## src/design/cpci_pkg.sv

```systemverilog
// Purpose: constants for the coolant pump control interface
// Assumes: 10 MHz clk
// Notes: register map and timing counts
package cpci_pkg;
  localparam int unsigned CLK_HZ = 10000000;
  localparam logic [3:0] ADDR_CTRL = 4'h0;
  localparam logic [3:0] ADDR_STAT = 4'h1;
  localparam logic [3:0] ADDR_IRQ_STAT = 4'h2;
  localparam logic [3:0] ADDR_IRQ_MASK = 4'h3;
  localparam logic [3:0] ADDR_SWAP_LEN = 4'h4;
  localparam logic [3:0] ADDR_FAIL_TIME = 4'h5;
  localparam int CTRL_RUN_BIT = 0;
  localparam int CTRL_SWAP_BIT = 1;
  localparam int CTRL_AUTO_BIT = 2;
  localparam int CTRL_LEAK_TEST_BIT = 3;
  localparam logic [3:0] CTRL_RESET = 4'h4;
  localparam int IRQ_LEAK_BIT = 0;
  localparam int IRQ_MODE_BIT = 1;
  localparam int IRQ_SEL_BIT = 2;
  localparam int IRQ_FAIL_BIT = 3;
  localparam int IRQ_SWAP_DONE_BIT = 4;
  localparam int IRQ_W = 5;
  localparam logic [15:0] SWAP_LEN_RESET = 16'h03E8;
  localparam int unsigned FAIL_TIME_MS = 5000;
  localparam int unsigned FAIL_TIME_CYC = FAIL_TIME_MS * (CLK_HZ / 1000);
  localparam logic [31:0] FAIL_TIME_RESET = 32'(FAIL_TIME_CYC);
  typedef enum logic [1:0] {
    CPCI_IDLE = 2'b00,
    CPCI_PULSE = 2'b01,
    CPCI_WAIT = 2'b10
  } cpci_swap_t;
endpackage : cpci_pkg

```

## src/design/cpci_sync.sv

```systemverilog
// Purpose: two-flop synchroniser per bit
// Assumes: asynchronous inputs
// Notes: first stage is read only by the second
`timescale 1ns/10ps
module cpci_sync #(
  parameter int W = 1,
  parameter logic [W-1:0] INIT = '0
) (
  input wire logic clk,
  input wire logic reset,
  input wire logic [W-1:0] d,
  output logic [W-1:0] q
);
  genvar i;
  generate
    for (i = 0; i < W; i++) begin : g_bit
      logic s1_ff;
      logic s2_ff;
      always_ff @(posedge clk) begin
        if (reset) begin
          s1_ff <= INIT[i];
          s2_ff <= INIT[i];
        end else begin
          s1_ff <= d[i];
          s2_ff <= s1_ff;
        end
      end
      assign q[i] = s2_ff;
    end
  endgenerate
endmodule : cpci_sync

```

## src/design/cpci_top.sv

```systemverilog
// Purpose: coolant pump control interface of the transmitter controller
// Assumes: 10 MHz clk, synchronous reset, pull-ups on panel inputs
// Notes: register port with read data one cycle later
//
// Chosen here: the address map and the strobed register port.
`timescale 1ns/10ps
module cpci_top #(
  parameter logic [31:0] FAIL_TIME_DEF = cpci_pkg::FAIL_TIME_RESET
) (
  input wire logic clk,
  input wire logic reset,
  input wire logic [3:0] reg_addr,
  input wire logic [31:0] reg_wdata,
  input wire logic reg_wr,
  input wire logic reg_rd,
  output logic [31:0] reg_rdata,
  input wire logic tx_leak_in,
  input wire logic pa_leak_in,
  input wire logic flow_ok_in,
  input wire logic pump_a_sel_n,
  input wire logic pump_b_sel_n,
  input wire logic remote_mode_in,
  output logic coolant_leak_interlock,
  output logic rf_mute,
  output logic pump_run,
  output logic pump_swap,
  output logic irq
);
  logic [5:0] raw;
  logic [5:0] syn;
  logic leak;
  logic flow_ok;
  logic sel_a;
  logic sel_b;
  logic remote;
  logic [3:0] ctrl_ff;
  logic [15:0] swap_len_ff;
  logic [31:0] fail_time_ff;
  logic [cpci_pkg::IRQ_W-1:0] irq_stat_ff;
  logic [cpci_pkg::IRQ_W-1:0] irq_mask_ff;
  logic [cpci_pkg::IRQ_W-1:0] ev;
  logic [31:0] rdata_ff;
  logic [31:0] fail_cnt_ff;
  logic [15:0] pulse_cnt_ff;
  cpci_pkg::cpci_swap_t state_ff;
  logic sel_at_swap_ff;
  logic leak_ff;
  logic remote_ff;
  logic sel_ff;
  logic run_ff;
  logic swap_ff;
  logic mute_ff;
  logic intlk_ff;
  logic wr_ctrl;
  logic swap_req;
  logic fail_hit;
  logic swap_done;

  assign raw = {remote_mode_in, pump_b_sel_n, pump_a_sel_n, flow_ok_in, pa_leak_in, tx_leak_in};
  cpci_sync #(.W(6), .INIT(6'h3C)) u_sync (
    .clk(clk),
    .reset(reset),
    .d(raw),
    .q(syn)
  );
  assign leak = syn[0] | syn[1] | ctrl_ff[cpci_pkg::CTRL_LEAK_TEST_BIT];
  assign flow_ok = syn[2];
  assign sel_a = ~syn[3];
  assign sel_b = ~syn[4];
  assign remote = syn[5];

  assign wr_ctrl = reg_wr && (reg_addr == cpci_pkg::ADDR_CTRL);

  always_ff @(posedge clk) begin
    if (reset) begin
      ctrl_ff <= cpci_pkg::CTRL_RESET;
      swap_len_ff <= cpci_pkg::SWAP_LEN_RESET;
      fail_time_ff <= FAIL_TIME_DEF;
      irq_mask_ff <= '0;
    end else if (reg_wr) begin
      case (reg_addr)
        cpci_pkg::ADDR_CTRL: begin
          ctrl_ff <= reg_wdata[3:0] & 4'hD;
        end
        cpci_pkg::ADDR_SWAP_LEN: begin
          swap_len_ff <= (reg_wdata[15:0] == 16'h0000) ? 16'h0001 : reg_wdata[15:0];
        end
        cpci_pkg::ADDR_FAIL_TIME: begin
          fail_time_ff <= reg_wdata;
        end
        cpci_pkg::ADDR_IRQ_MASK: begin
          irq_mask_ff <= reg_wdata[cpci_pkg::IRQ_W-1:0];
        end
        default: begin
        end
      endcase
    end
  end

  // failover on flow loss in remote mode
  // restart timer during a swap
  always_ff @(posedge clk) begin
    if (reset || !remote || !run_ff || flow_ok || leak
        || (state_ff != cpci_pkg::CPCI_IDLE)) begin
      fail_cnt_ff <= '0;
    end else if (fail_cnt_ff < fail_time_ff) begin
      fail_cnt_ff <= fail_cnt_ff + 32'h00000001;
    end
  end
  assign fail_hit = (fail_cnt_ff == fail_time_ff) && (fail_time_ff != 32'h00000000)
                    && remote && run_ff && !flow_ok && !leak;

  assign swap_req = (wr_ctrl && reg_wdata[cpci_pkg::CTRL_SWAP_BIT])
                    || (fail_hit && ctrl_ff[cpci_pkg::CTRL_AUTO_BIT] && state_ff == cpci_pkg::CPCI_IDLE);

  // pulse of swap_len_ff cycles then wait for selection change
  always_ff @(posedge clk) begin
    if (reset) begin
      state_ff <= cpci_pkg::CPCI_IDLE;
      pulse_cnt_ff <= '0;
      sel_at_swap_ff <= 1'b0;
      swap_ff <= 1'b0;
    end else begin
      case (state_ff)
        cpci_pkg::CPCI_IDLE: begin
          if (swap_req && remote && !leak) begin
            state_ff <= cpci_pkg::CPCI_PULSE;
            pulse_cnt_ff <= swap_len_ff;
            sel_at_swap_ff <= sel_a;
            swap_ff <= 1'b1;
          end
        end
        cpci_pkg::CPCI_PULSE: begin
          if (pulse_cnt_ff == 16'h0001) begin
            swap_ff <= 1'b0;
            state_ff <= cpci_pkg::CPCI_WAIT;
          end else begin
            pulse_cnt_ff <= pulse_cnt_ff - 16'h0001;
          end
        end
        cpci_pkg::CPCI_WAIT: begin
          if ((sel_a != sel_at_swap_ff) || !remote) begin
            state_ff <= cpci_pkg::CPCI_IDLE;
          end
        end
        default: begin
          state_ff <= cpci_pkg::CPCI_IDLE;
          swap_ff <= 1'b0;
        end
      endcase
    end
  end
  assign swap_done = (state_ff == cpci_pkg::CPCI_WAIT) && (sel_a != sel_at_swap_ff);

  // mute and pumps off on leak
  always_ff @(posedge clk) begin
    if (reset) begin
      intlk_ff <= 1'b0;
      mute_ff <= 1'b0;
      run_ff <= 1'b0;
    end else begin
      intlk_ff <= leak;
      mute_ff <= leak;
      run_ff <= ctrl_ff[cpci_pkg::CTRL_RUN_BIT] && !leak && remote;
    end
  end

  always_ff @(posedge clk) begin
    if (reset) begin
      leak_ff <= 1'b0;
      remote_ff <= 1'b1;
      sel_ff <= 1'b0;
    end else begin
      leak_ff <= leak;
      remote_ff <= remote;
      sel_ff <= sel_a;
    end
  end
  always_comb begin
    ev = '0;
    ev[cpci_pkg::IRQ_LEAK_BIT] = leak && !leak_ff;
    ev[cpci_pkg::IRQ_MODE_BIT] = remote != remote_ff;
    ev[cpci_pkg::IRQ_SEL_BIT] = sel_a != sel_ff;
    ev[cpci_pkg::IRQ_FAIL_BIT] = fail_hit && (fail_cnt_ff != 32'h00000000) && !leak_ff && 1'b1
                                 && (state_ff == cpci_pkg::CPCI_IDLE);
    ev[cpci_pkg::IRQ_SWAP_DONE_BIT] = swap_done;
  end

  // set wins over write-one clear
  always_ff @(posedge clk) begin
    if (reset) begin
      irq_stat_ff <= '0;
    end else if (reg_wr && reg_addr == cpci_pkg::ADDR_IRQ_STAT) begin
      irq_stat_ff <= (irq_stat_ff & ~reg_wdata[cpci_pkg::IRQ_W-1:0]) | ev;
    end else begin
      irq_stat_ff <= irq_stat_ff | ev;
    end
  end
  assign irq = |(irq_stat_ff & irq_mask_ff);

  always_ff @(posedge clk) begin
    if (reset) begin
      rdata_ff <= '0;
    end else if (reg_rd) begin
      case (reg_addr)
        cpci_pkg::ADDR_CTRL: rdata_ff <= {28'h0000000, ctrl_ff};
        cpci_pkg::ADDR_STAT: rdata_ff <= {23'h000000, state_ff, swap_ff, run_ff, intlk_ff,
                                          remote, sel_b, sel_a, flow_ok};
        cpci_pkg::ADDR_IRQ_STAT: rdata_ff <= {27'h0000000, irq_stat_ff};
        cpci_pkg::ADDR_IRQ_MASK: rdata_ff <= {27'h0000000, irq_mask_ff};
        cpci_pkg::ADDR_SWAP_LEN: rdata_ff <= {16'h0000, swap_len_ff};
        cpci_pkg::ADDR_FAIL_TIME: rdata_ff <= fail_time_ff;
        default: rdata_ff <= '0;
      endcase
    end else begin
      rdata_ff <= '0;
    end
  end

  assign reg_rdata = rdata_ff;
  assign coolant_leak_interlock = intlk_ff;
  assign rf_mute = mute_ff;
  assign pump_run = run_ff;
  assign pump_swap = swap_ff;
endmodule : cpci_top

```

## config.mk

```make
export PLATFORM = sky130hd
export DESIGN_NAME = cpci_top
export DESIGN_NICKNAME = d
export VERILOG_FILES = /design/src/design/cpci_pkg.sv /design/src/design/cpci_sync.sv /design/src/design/cpci_top.sv
export SDC_FILE = /design/constraint.sdc
export NUM_CORES = 1
export LEC_CHECK = 0
export BUFFER_PORTS_ARGS = -buffer_cell sky130_fd_sc_hd__clkbuf_2
export CAP_MARGIN = 30
export CORE_ASPECT_RATIO = 0.9
export CORE_MARGIN = 1
export CORE_UTILIZATION = 30
export CTS_BUF_LIST = sky130_fd_sc_hd__clkbuf_8
export CTS_CLUSTER_DIAMETER = 60
export DETAILED_ROUTE_END_ITERATION = 10
export GPL_ROUTABILITY_DRIVEN = 0
export PLACE_DENSITY = 0.54
export SYNTH_ARGS = -nofsm -noshare
export SYNTH_HDL_FRONTEND = slang
export SYNTH_HIERARCHICAL = 1
export SYNTH_SLANG_ARGS = --single-unit
export TNS_END_PERCENT = 50
```

## constraint.sdc

```tcl
create_clock -name clk -period 3.05 [get_ports clk]
set_input_delay 0.4575 -clock clk [delete_from_list [all_inputs] [get_ports clk]]
set_output_delay 0.4575 -clock clk [all_outputs]
set_load 0.03 [all_outputs]
```

==> metrics.md <==
| Metric | Value |
|---|---|
| Outcome | completed |
| CORE AREA | 0.0243 sq mm |
| DRC viols | 0 |
| Max Cap Violations | 0 |
| Reg-to-reg slack, setup | 0.30 ns |
| Post-synth EDFFs | 0 |
| Unrepaired setup endpoints after global routing | false |
| Leak | ~3.3 nW |
| Post-synthesis sequential area ratio | 43.1% |
| CTS tree | built |
| PwrDens | 486 mW/mm^2 |
| Period utilization | 90.0% |
| Crit start category | flip-flop |
| Crit Path Class | flip-flop to flip-flop |
| Clock Latency Late Sink | 0.47 ns |
| Top FF cell, synth | dfxtp_1 |
| Crit. End Element | flip-flop |
| Fin area | 0.00862 sq mm |
| Num ports | 83 |
| Synthesis-stage register bit count | 161 |
| Fin cells | about 1300 |
| Combinational Power Share | 5.1% |
| Diode count | 0 |
| Clock sinks | 161 |
| Internal Power | 0.00312 W |
| Final setup fails | 0 |
| Final HPWL DP | between 15000 and 20000 um |
| DR vias | 6567 |
| Setup Skew | 0.0140 ns |
| Die X | roughly 170 um |
| CTS Hold Buffers Added | 0 |
| Clk pin slew, worst setup/hold paths | 0.10 ns |
| Max Fclk | 364 MHz |
| Clk pwr share | 43.5% |
| Terminus of the critical flop-to-flop path | pulse_cnt_ff[8] |
| Worst Max-Slew Pin Slew | 0.886 ns |
| Max Slew Vio Count | 0 |
| Area of placed instances | 0.00817 sq mm |
| Data required time of the worst path | 3.42 ns |
| Vias in the first global route | 6012 |
| Setup WS pre-CTS | 0.304 ns |
| WL per Instance | 16.4 um |
| Worst path arrival time | 3.11 ns |
| Layout cells sized above 1 | between 10% and 20% |
| Net Sw Frac | 25.4% |
| Clock buffer depth | 2 |
| Worst Path Max Fanout | 11 |
| I/O Buffers | 82 |
| Fraction of registers with async set/reset | 0% |
| Synth Cell Area | 0.00747 sq mm |
| Routed WL | between 20000 and 25000 um |
| Hold Path Class | primary input to flip-flop |
| YS warnings | 6 |
| P&R area growth vs syn | 15.4% |
| Max_slew headroom | 40.6% |
| Reg2Reg Launch Point | fail_time_ff[30] |
| First-pass GRT wire length | 33400 um |
| Number of iterations in the first detailed-routing pass | 6 |
| Via/cell ratio | 5.10 |
| Avg Inst Size Synth | 8.28 sq um |
| Pin count of the biggest net entering global routing | 43 |
| Final Hold Viols | 0 |
| Synth Instances | 902 |
| Initial antenna violation count | 1 |
| Root buffer cell | clkbuf_8 |
| Hold Path Depth | 2 |
| H-tree levels | 4 |
| Placed cell count | ~1300 |
| Total CTS buffers | 17 |
| Postcts setup bufs | 0 |
| R2R cell count | 9 |
| Count of cell types in the netlist | 63 |
| Tot GR Track Use | 17.0% |
| Post-Syn Nets | between 900 and 1000 |
| Overflow left after global routing | 0 |
| Post-route ant nets | 0 |
| # rows | 54 |
| Initial DRC count | 627 |
| Die ar. | about 0.026 sq mm |
| Switching Power | 0.00106 W |
| Setup TNS | 0 ns |
| Post-CTS Resized | 0 |
| Worst Slack Setup Final | 0.304 ns |
| # nets final | 1048 |
| Seq pwr share | around half |
| VDD IR max | 0.000274 V |
| Crit path time final | around 2.7 ns |
| Initial core utilization | 30.7% |
| Min-delay src | flow_ok_in |
| Hold endpoint | u_sync/g_bit[2].s1_ff |
| Die H | 152 um |
[power groups by stage]
stage	Combinational (W)	Sequential [W]	Clock (W)
2_1_floorplan	0.000126	0.00220	0
3_3_place_gp	0.000213	0.00220	0
3_5_place_dp	0.000212	0.00220	0
4_1_cts	0.000213	0.00215	0.00187
5_1_grt	0.000238	0.00216	0.00197
6_report	0.000214	0.00215	0.00182
[placed cells by master (no fill, tap or decap), types with 5 or more instances in the layout]
| cell type | Yosys | routed |
|---|---|---|
| or3_1 | 6 | 6 |
| xnor2_1 | 27 | 27 |
| and2_1 | 20 | 20 |
| nor4b_1 | 7 | 6 |
| a21oi_1 | 80 | 80 |
| buf_4 | 7 | 17 |
| nand4_1 | 16 | 16 |
| nor3_1 | 26 | 26 |
| nor2_1 | 76 | 76 |
| nand2_1 | 136 | 136 |
| a222oi_1 | 10 | 10 |
| clkbuf_8 | 0 | 17 |
| clkbuf_2 | 0 | 82 |
| dfxtp_1 | 161 | 161 |
| ha_1 | 36 | 36 |
| and3_1 | 5 | 5 |
| or2_1 | 10 | 10 |
| o21ai_0 | 32 | 32 |
| nand3_1 | 27 | 27 |
| mux2i_1 | 8 | 8 |
| o211ai_1 | 13 | 13 |
| nor4_1 | 27 | 27 |
| a22oi_1 | 13 | 13 |
| nor3b_1 | 6 | 6 |
| inv_1 | 47 | 47 |
[layout make-up]
class / instances / area (sq um)
Sequential cell: 161 / 3220
Inverter: 47 / 176
Timing Repair Buffer: 100 / 558
Fill cell: 2545 / 15700
Clock inverter: 15 / 220
Clock buffer: 17 / 234
Multi-Input combinational cell: 639 / 3820
Tap cell: 308 / 385
[cells by family after synthesis]
kind of cell               share of synthesized area [%]
adders and majority gates                           6.03
DFF                                                 43.1
buffers and inverters                               5.86
muxes                                               1.07
and+or+nand+nor                                     25.7
xor gates and xnor gates                            3.52
AOI/OAI and AO/OA                                   14.7
[registers in the layout (all words and copies together), names as in the netlist]
name	flops
swap_len_ff	16
state_ff	2
sel_at_swap_ff	1
ctrl_ff	3
irq_stat_ff	5
fail_cnt_ff	32
sel_ff	1
fail_time_ff	32
leak_ff	1
irq_mask_ff	5
u_sync/g_bit.s2_ff	6
reg_rdata	32
pump_swap	1
remote_ff	1
pump_run	1
pulse_cnt_ff	16
u_sync/g_bit.s1_ff	6
[worst max-delay path by stage]
stage                     slack [ns]         endpoint  depth (start not counted)              from
final                           0.30  pulse_cnt_ff[8]                          9  fail_time_ff[30]
after global routing            0.06  pulse_cnt_ff[8]                          9  fail_time_ff[30]
after CTS                       0.29  pulse_cnt_ff[8]                          9  fail_time_ff[27]
after detailed placement        0.30  pulse_cnt_ff[8]                          9  fail_time_ff[27]
after global placement          0.35  pulse_cnt_ff[8]                          9  fail_time_ff[27]
after floorplan                 0.64  fail_cnt_ff[30]                          9  fail_time_ff[27]
[critical path, cell delays in order (launching register included)]
cell,delay (ns)
dfxtp_1,0.39
inv_1,0.07
ha_1,0.32
nand4_1,0.23
nor4_1,0.45
o2111ai_1,0.25
o22ai_2,0.24
and2_2,0.32
o21ai_0,0.12
a32o_1,0.27
[per-layer routing]
layer	part of all wire [%]	up-vias	GRT usage, %
met4	0.87	0	3.86
met2	40	224	24.0
met5	0	-	0
li1	-	3289	-
met1	52	3043	25.9
met3	6.8	11	3.53
[through the flow]
stage	utilization (%)	total power [W]	hold slack, ns
after floorplan	-	0.00232	0.383
after global placement	33.6	0.00241	0.387
after detailed placement	33.6	0.00241	0.392
after CTS	35.4	0.00423	0.141
after global routing	35.4	0.00436	0.136
final	35.4	0.00419	0.164
[Yosys cell counts, types with 8 or more instances]
| master | count | share of area (%) |
|---|---|---|
| a21oi_1 | 80 | 5.4 |
| a222oi_1 | 10 | 1.3 |
| a22oi_1 | 13 | 1.3 |
| and2_1 | 20 | 1.7 |
| clkbuf_1 | 39 | 2.0 |
| dfxtp_1 | 161 | 43 |
| ha_1 | 36 | 6.0 |
| inv_1 | 47 | 2.4 |
| mux2i_1 | 8 | 1.1 |
| nand2_1 | 136 | 6.8 |
| nand3_1 | 27 | 1.8 |
| nand4_1 | 16 | 1.3 |
| nor2_1 | 76 | 3.8 |
| nor3_1 | 26 | 1.7 |
| nor4_1 | 27 | 2.3 |
| o211ai_1 | 13 | 1.3 |
| o21ai_0 | 32 | 2.1 |
| or2_1 | 10 | 0.84 |
| xnor2_1 | 27 | 3.2 |
(Power assumes the default switching activity.)
